<file path="src/tccr_pkg.sv">
// package: register map, field layout and mode codes for the timer compare/capture block
`default_nettype none
package tccr_pkg;
  // register byte addresses (one aligned word each)
  localparam logic [7:0] TCCR_ADDR_CMP_A_LO  = 8'h00;
  localparam logic [7:0] TCCR_ADDR_CMP_A_HI  = 8'h04;
  localparam logic [7:0] TCCR_ADDR_CMP_C_LO  = 8'h08;
  localparam logic [7:0] TCCR_ADDR_CMP_C_HI  = 8'h0C;
  localparam logic [7:0] TCCR_ADDR_CAP_LO    = 8'h10;
  localparam logic [7:0] TCCR_ADDR_CAP_HI    = 8'h14;
  localparam logic [7:0] TCCR_ADDR_CTRL      = 8'h18;
  localparam logic [7:0] TCCR_ADDR_FLAGS     = 8'h1C;
  localparam logic [7:0] TCCR_ADDR_STROBE    = 8'h20;
  // control register fields
  localparam int TCCR_CTRL_MODE_LSB  = 0;  // waveform_mode_select[3:0]
  localparam int TCCR_CTRL_ACSEL_BIT = 4;  // capture source: comparator
  localparam int TCCR_CTRL_EDGE_BIT  = 5;  // capture on rising edge
  localparam int TCCR_CTRL_TGLA_BIT  = 6;  // toggle pin a on match
  localparam int TCCR_CTRL_TGLC_BIT  = 7;  // toggle pin c on match
  // flag register fields
  localparam int TCCR_FLAG_CAP_BIT   = 0;
  localparam int TCCR_FLAG_CMPA_BIT  = 1;
  localparam int TCCR_FLAG_CMPC_BIT  = 2;
  // strobe register fields
  localparam int TCCR_STB_FORCEA_BIT = 0;
  localparam int TCCR_STB_FORCEC_BIT = 1;
  // reset values
  localparam logic [15:0] TCCR_CMP_RESET  = 16'h0000;
  localparam logic [7:0]  TCCR_CTRL_RESET = 8'h00;
  // waveform modes in which the capture register defines top
  localparam logic [3:0] TCCR_MODE_CTC_CAP  = 4'hC;
  localparam logic [3:0] TCCR_MODE_PWM_CAP1 = 4'h8;
  localparam logic [3:0] TCCR_MODE_PWM_CAP2 = 4'hA;
  localparam logic [3:0] TCCR_MODE_PWM_CAP3 = 4'hE;
  // axi response codes
  localparam logic [1:0] TCCR_RESP_OKAY   = 2'h0;
  localparam logic [1:0] TCCR_RESP_SLVERR = 2'h2;
  // write channel states
  typedef enum logic [2:0] {
    TCCR_W_IDLE = 3'b001,
    TCCR_W_WAIT = 3'b010,
    TCCR_W_RESP = 3'b100
  } tccr_wstate_e;
endpackage
`default_nettype wire

</file>
<file path="src/tccr_top.sv">
// timer compare/capture registers with shared high-byte latch, axi4-lite slave
`default_nettype none
module tccr_top
  import tccr_pkg::*;
(
  input  wire logic        SYS_CLK,
  input  wire logic        SRST,
  input  wire logic [15:0] COUNTER_VALUE,
  input  wire logic        CAPTURE_INPUT_PIN,
  input  wire logic        COMPARATOR_OUT,
  output logic      [15:0] COUNTER_TOP,
  output logic             TOP_FROM_CAPTURE,
  output logic             COMPARE_OUTPUT_PIN_A,
  output logic             COMPARE_OUTPUT_PIN_C,
  output logic             COMPARE_IRQ_A,
  output logic             COMPARE_IRQ_C,
  output logic             CAPTURE_IRQ,
  input  wire logic [7:0]  S_AXI_AWADDR,
  input  wire logic        S_AXI_AWVALID,
  output logic             S_AXI_AWREADY,
  input  wire logic [31:0] S_AXI_WDATA,
  input  wire logic [3:0]  S_AXI_WSTRB,
  input  wire logic        S_AXI_WVALID,
  output logic             S_AXI_WREADY,
  output logic      [1:0]  S_AXI_BRESP,
  output logic             S_AXI_BVALID,
  input  wire logic        S_AXI_BREADY,
  input  wire logic [7:0]  S_AXI_ARADDR,
  input  wire logic        S_AXI_ARVALID,
  output logic             S_AXI_ARREADY,
  output logic      [31:0] S_AXI_RDATA,
  output logic      [1:0]  S_AXI_RRESP,
  output logic             S_AXI_RVALID,
  input  wire logic        S_AXI_RREADY
);

  // true when the mode makes the capture register the count limit
  function automatic logic cap_is_top(input logic [3:0] mode);
    cap_is_top = (mode == TCCR_MODE_CTC_CAP) || (mode == TCCR_MODE_PWM_CAP1) ||
                 (mode == TCCR_MODE_PWM_CAP2) || (mode == TCCR_MODE_PWM_CAP3);
  endfunction

  logic [15:0]  cmp_a;        // compare value a
  logic [15:0]  compare_value_c;  // compare value c
  logic [15:0]  cap;          // capture register
  logic [7:0]   hold_byte;    // shared high-byte latch
  logic [7:0]   ctrl;         // mode and source control
  logic [2:0]   flags;        // sticky event flags
  logic         trig_q;       // previous trigger level
  logic         eq_a_q;       // registered equality a
  logic         eq_c_q;       // registered equality c
  logic         top_q;        // registered top hit
  tccr_wstate_e wst;          // write channel state
  logic [7:0]   aw_addr;      // captured write address
  logic         aw_have;      // write address held
  logic [31:0]  w_data;       // captured write data
  logic [3:0]   w_strb;       // captured write strobes
  logic         w_have;       // write data held

  // capture trigger source and edge detect
  wire       trig_src  = ctrl[TCCR_CTRL_ACSEL_BIT] ? COMPARATOR_OUT : CAPTURE_INPUT_PIN;
  wire       trig_edge = ctrl[TCCR_CTRL_EDGE_BIT] ? (trig_src & ~trig_q) : (~trig_src & trig_q);
  wire [3:0] mode      = ctrl[TCCR_CTRL_MODE_LSB +: 4];
  wire       use_top   = cap_is_top(mode);
  // while capture is top the register is not overwritten by pin events
  wire       cap_load  = trig_edge & ~use_top;
  wire       eq_a      = (COUNTER_VALUE == cmp_a);
  wire       eq_c      = (COUNTER_VALUE == compare_value_c);
  wire       at_top    = use_top & (COUNTER_VALUE == cap);

  // write decode, only once address and data are both held
  wire       w_go      = aw_have & w_have & (wst == TCCR_W_WAIT);
  wire       w_lane0   = w_strb[0];
  wire       w_hi_a    = w_go & w_lane0 & (aw_addr == TCCR_ADDR_CMP_A_HI);
  wire       w_hi_c    = w_go & w_lane0 & (aw_addr == TCCR_ADDR_CMP_C_HI);
  wire       w_hi_cap  = w_go & w_lane0 & (aw_addr == TCCR_ADDR_CAP_HI);
  wire       w_lo_a    = w_go & w_lane0 & (aw_addr == TCCR_ADDR_CMP_A_LO);
  wire       w_lo_c    = w_go & w_lane0 & (aw_addr == TCCR_ADDR_CMP_C_LO);
  wire       w_lo_cap  = w_go & w_lane0 & (aw_addr == TCCR_ADDR_CAP_LO);
  wire       w_ctrl    = w_go & w_lane0 & (aw_addr == TCCR_ADDR_CTRL);
  wire       w_flags   = w_go & w_lane0 & (aw_addr == TCCR_ADDR_FLAGS);
  wire       w_strobe  = w_go & w_lane0 & (aw_addr == TCCR_ADDR_STROBE);
  wire       w_known   = (aw_addr <= TCCR_ADDR_STROBE) & (aw_addr[1:0] == 2'h0);
  wire [7:0] wb        = w_data[7:0];
  wire       force_a   = w_strobe & wb[TCCR_STB_FORCEA_BIT];
  wire       force_c   = w_strobe & wb[TCCR_STB_FORCEC_BIT];

  // read decode; low-byte reads also load the shared latch
  wire       r_go      = S_AXI_ARVALID & S_AXI_ARREADY;
  wire       r_lo_a    = r_go & (S_AXI_ARADDR == TCCR_ADDR_CMP_A_LO);
  wire       r_lo_c    = r_go & (S_AXI_ARADDR == TCCR_ADDR_CMP_C_LO);
  wire       r_lo_cap  = r_go & (S_AXI_ARADDR == TCCR_ADDR_CAP_LO);
  wire       r_hi      = (S_AXI_ARADDR == TCCR_ADDR_CMP_A_HI) | (S_AXI_ARADDR == TCCR_ADDR_CMP_C_HI) |
                         (S_AXI_ARADDR == TCCR_ADDR_CAP_HI);
  wire       r_known   = (S_AXI_ARADDR <= TCCR_ADDR_STROBE) & (S_AXI_ARADDR[1:0] == 2'h0);
  logic [7:0] r_byte;
  always_comb
  begin
    unique case (S_AXI_ARADDR)
      TCCR_ADDR_CMP_A_LO: r_byte = cmp_a[7:0];
      TCCR_ADDR_CMP_C_LO: r_byte = compare_value_c[7:0];
      TCCR_ADDR_CAP_LO:   r_byte = cap[7:0];
      TCCR_ADDR_CTRL:     r_byte = ctrl;
      TCCR_ADDR_FLAGS:    r_byte = {5'h00, flags};
      default:            r_byte = r_hi ? hold_byte : 8'h00;
    endcase
  end

  // flag next values: set wins over a write-one clear
  wire [2:0] clr       = w_flags ? wb[2:0] : 3'h0;
  wire       set_cap   = use_top ? top_q : cap_load;
  wire [2:0] set_f     = {eq_c_q, eq_a_q, set_cap};
  wire [2:0] next_flags = (flags & ~clr) | set_f;

  // shared high-byte latch: written by high writes, loaded by low reads
  always_ff @(posedge SYS_CLK)
  begin
    if (SRST)
      hold_byte <= 8'h00;
    else if (w_hi_a | w_hi_c | w_hi_cap)
      hold_byte <= wb;
    else if (r_lo_a)
      hold_byte <= cmp_a[15:8];
    else if (r_lo_c)
      hold_byte <= compare_value_c[15:8];
    else if (r_lo_cap)
      hold_byte <= cap[15:8];
  end

  // compare registers: the low write commits both bytes at once
  always_ff @(posedge SYS_CLK)
  begin
    if (SRST)
    begin
      cmp_a           <= TCCR_CMP_RESET;
      compare_value_c <= TCCR_CMP_RESET;
    end
    else
    begin
      if (w_lo_a)
        cmp_a <= {hold_byte, wb};
      if (w_lo_c)
        compare_value_c <= {hold_byte, wb};
    end
  end

  // capture register: trigger event when not top, or software write in any mode
  always_ff @(posedge SYS_CLK)
  begin
    if (SRST)
      cap <= TCCR_CMP_RESET;
    else if (cap_load)
      cap <= COUNTER_VALUE;
    else if (w_lo_cap)
      cap <= {hold_byte, wb};
  end

  // control, flags and event pipeline
  always_ff @(posedge SYS_CLK)
  begin
    if (SRST)
    begin
      ctrl   <= TCCR_CTRL_RESET;
      flags  <= 3'h0;
      trig_q <= 1'b0;
      eq_a_q <= 1'b0;
      eq_c_q <= 1'b0;
      top_q  <= 1'b0;
    end
    else
    begin
      if (w_ctrl)
        ctrl <= wb;
      flags  <= next_flags;
      trig_q <= trig_src;
      eq_a_q <= eq_a;
      eq_c_q <= eq_c;
      top_q  <= at_top;
    end
  end

  // output pins toggle on a match or on a forced strobe
  always_ff @(posedge SYS_CLK)
  begin
    if (SRST)
    begin
      COMPARE_OUTPUT_PIN_A <= 1'b0;
      COMPARE_OUTPUT_PIN_C <= 1'b0;
    end
    else
    begin
      if (ctrl[TCCR_CTRL_TGLA_BIT] & (eq_a | force_a))
        COMPARE_OUTPUT_PIN_A <= ~COMPARE_OUTPUT_PIN_A;
      if (ctrl[TCCR_CTRL_TGLC_BIT] & (eq_c | force_c))
        COMPARE_OUTPUT_PIN_C <= ~COMPARE_OUTPUT_PIN_C;
    end
  end

  // registered request levels and top value
  always_ff @(posedge SYS_CLK)
  begin
    if (SRST)
    begin
      COMPARE_IRQ_A    <= 1'b0;
      COMPARE_IRQ_C    <= 1'b0;
      CAPTURE_IRQ      <= 1'b0;
      COUNTER_TOP      <= TCCR_CMP_RESET;
      TOP_FROM_CAPTURE <= 1'b0;
    end
    else
    begin
      COMPARE_IRQ_A    <= next_flags[TCCR_FLAG_CMPA_BIT];
      COMPARE_IRQ_C    <= next_flags[TCCR_FLAG_CMPC_BIT];
      CAPTURE_IRQ      <= next_flags[TCCR_FLAG_CAP_BIT];
      COUNTER_TOP      <= cap;
      TOP_FROM_CAPTURE <= use_top;
    end
  end

  // write channel: take address and data in either order
  always_ff @(posedge SYS_CLK)
  begin
    if (SRST)
    begin
      wst          <= TCCR_W_IDLE;
      aw_have      <= 1'b0;
      w_have       <= 1'b0;
      aw_addr      <= 8'h00;
      w_data       <= 32'h0000_0000;
      w_strb       <= 4'h0;
      S_AXI_AWREADY <= 1'b0;
      S_AXI_WREADY <= 1'b0;
      S_AXI_BVALID <= 1'b0;
      S_AXI_BRESP  <= TCCR_RESP_OKAY;
    end
    else
    begin
      unique case (wst)
        TCCR_W_IDLE:
        begin
          S_AXI_AWREADY <= 1'b1;
          S_AXI_WREADY  <= 1'b1;
          wst           <= TCCR_W_WAIT;
        end
        TCCR_W_WAIT:
        begin
          if (S_AXI_AWVALID & S_AXI_AWREADY)
          begin
            aw_addr       <= S_AXI_AWADDR;
            aw_have       <= 1'b1;
            S_AXI_AWREADY <= 1'b0;
          end
          if (S_AXI_WVALID & S_AXI_WREADY)
          begin
            w_data       <= S_AXI_WDATA;
            w_strb       <= S_AXI_WSTRB;
            w_have       <= 1'b1;
            S_AXI_WREADY <= 1'b0;
          end
          if (w_go)
          begin
            aw_have      <= 1'b0;
            w_have       <= 1'b0;
            S_AXI_BVALID <= 1'b1;
            S_AXI_BRESP  <= w_known ? TCCR_RESP_OKAY : TCCR_RESP_SLVERR;
            wst          <= TCCR_W_RESP;
          end
        end
        TCCR_W_RESP:
        begin
          if (S_AXI_BREADY)
          begin
            S_AXI_BVALID <= 1'b0;
            wst          <= TCCR_W_IDLE;
          end
        end
        default:
          wst <= TCCR_W_IDLE;
      endcase
    end
  end

  // read channel: one read at a time, answer the cycle after the address
  always_ff @(posedge SYS_CLK)
  begin
    if (SRST)
    begin
      S_AXI_ARREADY <= 1'b0;
      S_AXI_RVALID  <= 1'b0;
      S_AXI_RDATA   <= 32'h0000_0000;
      S_AXI_RRESP   <= TCCR_RESP_OKAY;
    end
    else if (r_go)
    begin
      S_AXI_ARREADY <= 1'b0;
      S_AXI_RVALID  <= 1'b1;
      S_AXI_RDATA   <= {24'h000000, r_byte};
      S_AXI_RRESP   <= r_known ? TCCR_RESP_OKAY : TCCR_RESP_SLVERR;
    end
    else if (S_AXI_RVALID)
    begin
      if (S_AXI_RREADY)
        S_AXI_RVALID <= 1'b0;
    end
    else
      S_AXI_ARREADY <= 1'b1;
  end

endmodule
`default_nettype wire

</file>
<file path="config.mk">
export PLATFORM = sky130hd
export DESIGN_NAME = tccr_top
export DESIGN_NICKNAME = d
export VERILOG_FILES = /design/src/tccr_pkg.sv /design/src/tccr_top.sv
export SDC_FILE = /design/constraint.sdc
export NUM_CORES = 1
export LEC_CHECK = 0
export ABC_AREA = 1
export ABC_CLOCK_PERIOD_IN_PS = 2750
export BUFFER_PORTS_ARGS = -buffer_cell sky130_fd_sc_hd__buf_2
export CAP_MARGIN = 40
export CORE_MARGIN = 5
export CORE_UTILIZATION = 60
export CTS_BUF_LIST = sky130_fd_sc_hd__clkbuf_8
export DETAILED_ROUTE_END_ITERATION = 7
export PLACE_DENSITY = 0.87
export SLEW_MARGIN = 20
export SYNTH_ARGS = -nofsm -noshare
export SYNTH_HDL_FRONTEND = slang
export SYNTH_SLANG_ARGS = --single-unit
</file>
<file path="constraint.sdc">
create_clock -name SYS_CLK -period 2.75 [get_ports SYS_CLK]
set_input_delay 0.6875 -clock SYS_CLK [delete_from_list [all_inputs] [get_ports SYS_CLK]]
set_output_delay 0.6875 -clock SYS_CLK [all_outputs]
set_load 0.1 [all_outputs]
</file>
## Yosys cells after proc, flatten, opt, wreduce, memory -nomap -nowiden

Cells that the tools add are included.

- Bits in registers: 132
- Bits of input ports: 77

- Order comparisons: 2
- Equal/unequal tests: 29
- Mux-type cells: 31
- Bitwise operators: 42
- Reductions and logical operators: 23

Operators by type and width:

| kind | number |
|---|---|
| $eq 8x5->1 const B | 8 |
| $eq 16x16->1 | 3 |
| $mux 8 | 5 |
| $pmux 8 s5 | 1 |
| $eq 8x4->1 const B | 4 |
| $mux 16 | 2 |
| $and 1x1->1 | 28 |
| $eq 4x4->1 const B | 4 |
| $eq 8x3->1 const B | 2 |
| $le 8x6->1 const B | 2 |
| $logic_not 8->1 | 2 |
| $reduce_and 2->1 | 8 |
| $mux 1 | 14 |
| $reduce_bool 2->1 | 5 |
| $mux 3 | 3 |
| $pmux 3 s3 | 1 |
| $eq 8x6->1 const B | 1 |
| $or 1x1->1 | 6 |
| $pmux 1 s2 | 3 |
| $not 1->1 | 5 |
| $logic_not 2->1 | 2 |
| $mux 2 | 2 |
| $ne 2x1->1 const B | 2 |
| $ne 2x2->1 const B | 2 |
| other kinds (10) | 12 |

## Longest topological paths before layout

- Depth in word-level cells: 8
- Mapped depth: 12

## Worst setup path before layout

No wires, ideal clock.

- Path type: flip-flop to flip-flop
- Start point: register S_AXI_ARREADY
- End point: register hold_byte[1]
- Library setup time: 109 ps
- Arrival time: 1959 ps
- Data required time: 2641 ps
- Path slack: 682 ps
- Cell stages (with the launch flop): 9
- Buffers on the path: 1
- Clock period less this slack: 2068 ps
- Cells stage by stage: dfxtp_1 -> nand2_1 -> inv_1 -> nand3_1 -> buf_2 -> o211ai_1 -> nand3_1 -> nand2_1 -> inv_1

- Word-level cells in the longest chain between the ends: 5

Ends and longest elaborated chain:

| what | RTL line | text |
|---|---|---|
| start: declaration | tccr_top.sv:30 | `output logic S_AXI_ARREADY,` |
| start signal: assignment | tccr_top.sv:288 | `S_AXI_ARREADY <= 1'b0;` |
| start signal: assignment | tccr_top.sv:295 | `S_AXI_ARREADY <= 1'b0;` |
| start signal: assignment | tccr_top.sv:306 | `S_AXI_ARREADY <= 1'b1;` |
| $and 1x1->1 * | tccr_top.sv:89 | `wire r_go = S_AXI_ARVALID & S_AXI_ARREADY;` |
| $and 1x1->1 | tccr_top.sv:91 | `wire r_lo_c = r_go & (S_AXI_ARADDR == TCCR_ADDR_CMP_C_LO);` |
| $mux 8 | tccr_top.sv:124 | `else if (r_lo_c)` |
| $mux 8 | tccr_top.sv:122 | `else if (r_lo_a)` |
| $mux 8 | tccr_top.sv:120 | `else if (w_hi_a \| w_hi_c \| w_hi_cap)` |
| end signal: assignment | tccr_top.sv:121 | `hold_byte <= wb;` |
| end signal: assignment | tccr_top.sv:123 | `hold_byte <= cmp_a[15:8];` |
| end signal: assignment | tccr_top.sv:125 | `hold_byte <= compare_value_c[15:8];` |
| end: declaration | tccr_top.sv:46 | `logic [7:0] hold_byte;` |

Every way passes the cells marked *; elsewhere a longest branch is shown, timed or not.
A chain may end at the register's enable or synchronous reset.

## Final worst setup path

- Start point: register S_AXI_ARREADY
- End point: register hold_byte[3]

Same word-level chain as after synthesis.

==> results by group <==
Synth
  • Count leader, synth: nand2_1
  • Area contributors post-synth: dfxtp_1, nand2_1, inv_1
  • Synth area leader: dfxtp_1
  • Number of synthesized flops with an enable pin: 0
  • Synthesized area per cell: between 6 and 7 um^2
  • Synth Flop Type: dfxtp_1
  • Flops & latches, synth: about 130
  • Post-synthesis cell type count: 38
  • Mapped Area: 6320 um^2
  • Synth Warn #: 0
  • Synth Instances: 932
  • Sequential element share of the synthesized area: between 40% and 50%
  • Synth top area share: 40.2%
  • Async SR Flop Fraction: 0%
  • Top cells by count, synth: nand2_1, inv_1, dfxtp_1

Clock tree
  • H-tree depth: 4
  • CTS tree: done
  • CTS root buffer: clkbuf_8
  • Clk sink count: around 130
  • Setup repair bufs after CTS: 0
  • TritonCTS Buffers: 17
  • Worst-Skew Late Latency: ~0.43 ns
  • # hold bufs at CTS: 0
  • Clock tree buffer depth: 2
  • Gates resized, CTS repair: 0
  • Worst-path clk slew: 0.07 ns

Place
  • Buffers on Ports: 86
  • DP HPWL: around 12000 um
  • GPL Wtd Cong: around 0.96
  • Placed Area: 6690 um^2
  • Placed cells: 1129
  • Dpl ws: 0.389 ns

Setup path
  • Crit Reg-Reg Startpoint: S_AXI_ARREADY
  • Data arrival time of the worst path: around 2.4 ns
  • Crit-path cells: nand2_1 -> inv_1 -> nand3_1 -> o211ai_1 -> nand3_1 -> nand2_1 -> inv_1
  • FF-to-FF End: hold_byte[3]
  • Buf/Inv on CP: 2
  • Critical Path RT: roughly 3.1 ns
  • Crit-path slowest cell: nand3_1
  • FF-to-FF setup slack: about 0.69 ns
  • Crit start category: flip-flop
  • R2R depth: 7
  • Max stage delay on crit path: 0.58 ns
  • Worst Setup SP: S_AXI_ARREADY
  • Max FO, Critical Path: 15
  • CP Capture Type: flip-flop
  • End of the critical path: hold_byte[3]
  • Crit path max-delay family: simple AND/OR/NAND/NOR gates
  • Crit path kind: flip-flop to flip-flop
  • Critical path depth: 7

Timing
  • Worst Clk Skew: ~0.01 ns
  • Max Fclk: 485 MHz
  • Setup TNS Final: 0 ns
  • Post-route minimum period: around 2.1 ns
  • Slew HR: a little under three fifths
  • Minimum hold slack: ~0.43 ns
  • Max-slew violations: 0
  • Slew @ Worst Pin: just under 0.7 ns
  • Period utilisation layout: 75.0%
  • Final worst slack: just under 0.7 ns
  • Endpoints failing setup: 0
  • RSZ-0062 raised after global routing: no
  • Final hold violations: 0

GRT
  • GRT Overall Usage: between 20% and 30%
  • Via count of the first global-routing pass: about 5700
  • Largest net degree at the start of global routing: 52
  • Initial antenna violation count: 0
  • Total grt overflow: 0
  • Met2 usage: 45.3%
  • Grt met3 use: under 10%
  • First-pass GRT wire length: roughly 28000 um
  • GRT busiest layer: met2
  • Met1 track demand over resource: roughly a third

Outcome
  • Failing checks: design-rule violations
  • Status: finished, violations left

Floorplan
  • Starting density of the core: approximately 61%
  • Core region area: just over 10000 um^2
  • Chip width: ~110 um
  • Die area: 12700 um^2
  • Ports: 140
  • Die Y: between 100 and 150 um
  • Cell Rows: 37

Layout
  • Layout cells sized above 1: 15.3%
  • Antenna Cells: 0
  • Area Growth Syn to Fin: 12.6%
  • Layout net count: 1089
  • Fin area: about 7000 um^2
  • Final std cells w/o fill: roughly 1200

Route
  • First-pass iteration count of the detailed router: 8
  • Initial drt markers: around 660
  • Number of remaining DRC errors: 2
  • Antenna-violating nets left: 0
  • DR vias: 6223
  • Routed vias/inst: 5.36
  • WL per Instance: approximately 15 um
  • Total wire length: between 15000 and 20000 um

Power
  • Cell internal power dissipation: between 3 and 4 mW
  • Worst vdd ir: slightly above 0.0003 V
  • Leak Pwr: around 3.3 nW
  • NetSw: between 1 and 1.5 mW
  • Comb pwr share: about 15%
  • Net Sw Frac: between 20% and 30%
  • Clock Power Share: 40.8%
  • Reg power frac: 44.3%
  • Power per cell area: between 600 and 700 nW/um^2

Flow run
  • Max_cap viols: 0

Hold path
  • Worst Hold Class: flip-flop to flip-flop
[sequential cells by signal, summed over array words and instances, names as in the netlist, 3 cells and up]
name and cells:
aw_addr 8, hold_byte 8, wst 3, flags 3, compare_value_c 16, cap 16
cmp_a 16, w_data 8, ctrl 8, S_AXI_RDATA 8, COUNTER_TOP 16
[how the worst min path moves through the flow]
| stage | startpoint | endpoint | slack (ns) | cells after the start |
|---|---|---|---|---|
| finish | eq_c_q | flags[2] | 0.43 | 2 |
| global route | S_AXI_BREADY | S_AXI_BVALID | 0.44 | 2 |
| CTS | S_AXI_BREADY | S_AXI_BVALID | 0.43 | 2 |
| detailed placement | eq_c_q | flags[2] | 0.43 | 2 |
| global placement | eq_a_q | flags[1] | 0.42 | 2 |
| floorplan | eq_a_q | flags[1] | 0.42 | 2 |
[metrics by stage]
step	utilization [%]	power, mW
finish	69.0	4.31
floorplan	-	2.48
global placement	64.8	2.58
detailed placement	64.8	2.58
CTS	69.0	4.31
global route	69.0	4.46
[cell families (layout without fill, tap and decap cells)]
logic type | count (synthesis) | count (layout) | share of synthesized area, %
DFF | 127 | 127 | 40.2
and+or+nand+nor | 399 | 399 | 27.0
other | 1 | 26 | 0.0593
buffers and inverters | 194 | 261 | 14.2
AOI/OAI and AO/OA | 204 | 204 | 17.6
xor gates and xnor gates | 7 | 7 | 0.970
[power by group through the flow]
stage / clock network (mW) / logic [mW] / registers [mW]
detailed placement: 0 / 0.635 / 1.95
CTS: 1.76 / 0.638 / 1.91
global route: 1.86 / 0.687 / 1.91
floorplan: 0 / 0.392 / 2.09
global placement: 0 / 0.630 / 1.95
finish: 1.76 / 0.645 / 1.91
[layout by cell type, fill, tap and decap left out, types with 7 or more instances in the layout]
master / n
nand3_1: 33
dfxtp_1: 127
clkbuf_8: 19
buf_2: 86
o21ai_1: 15
nor2_1: 76
inv_2: 9
a21oi_1: 70
o22ai_1: 18
o21ai_0: 81
nand2_1: 257
inv_1: 130
conb_1: 26
buf_4: 7
nor3_1: 9
[cell type report]
cell class,instances,area (um^2)
well taps,136,170
multi-input cells,636,2980
fillers,871,3200
repair buffers,93,483
clock inverters,12,169
inverters,137,514
flip-flops and latches,127,2540
clock buffers,19,262
[per-layer routing]
layer	part of all wire, %	up-vias
met5	0	-
met2	47	351
met4	3.4	0
met3	10	52
met1	39	2752
li1	-	3068
[worst reg2reg max path, stage by stage (launching register included)]
cell and delay, ns:
dfxtp_1 0.36, nand2_1 0.07, inv_1 0.33, nand3_1 0.58, o211ai_1 0.38, nand3_1 0.12
nand2_1 0.08, inv_1 0.04
Power figures use the tool's default switching activity.
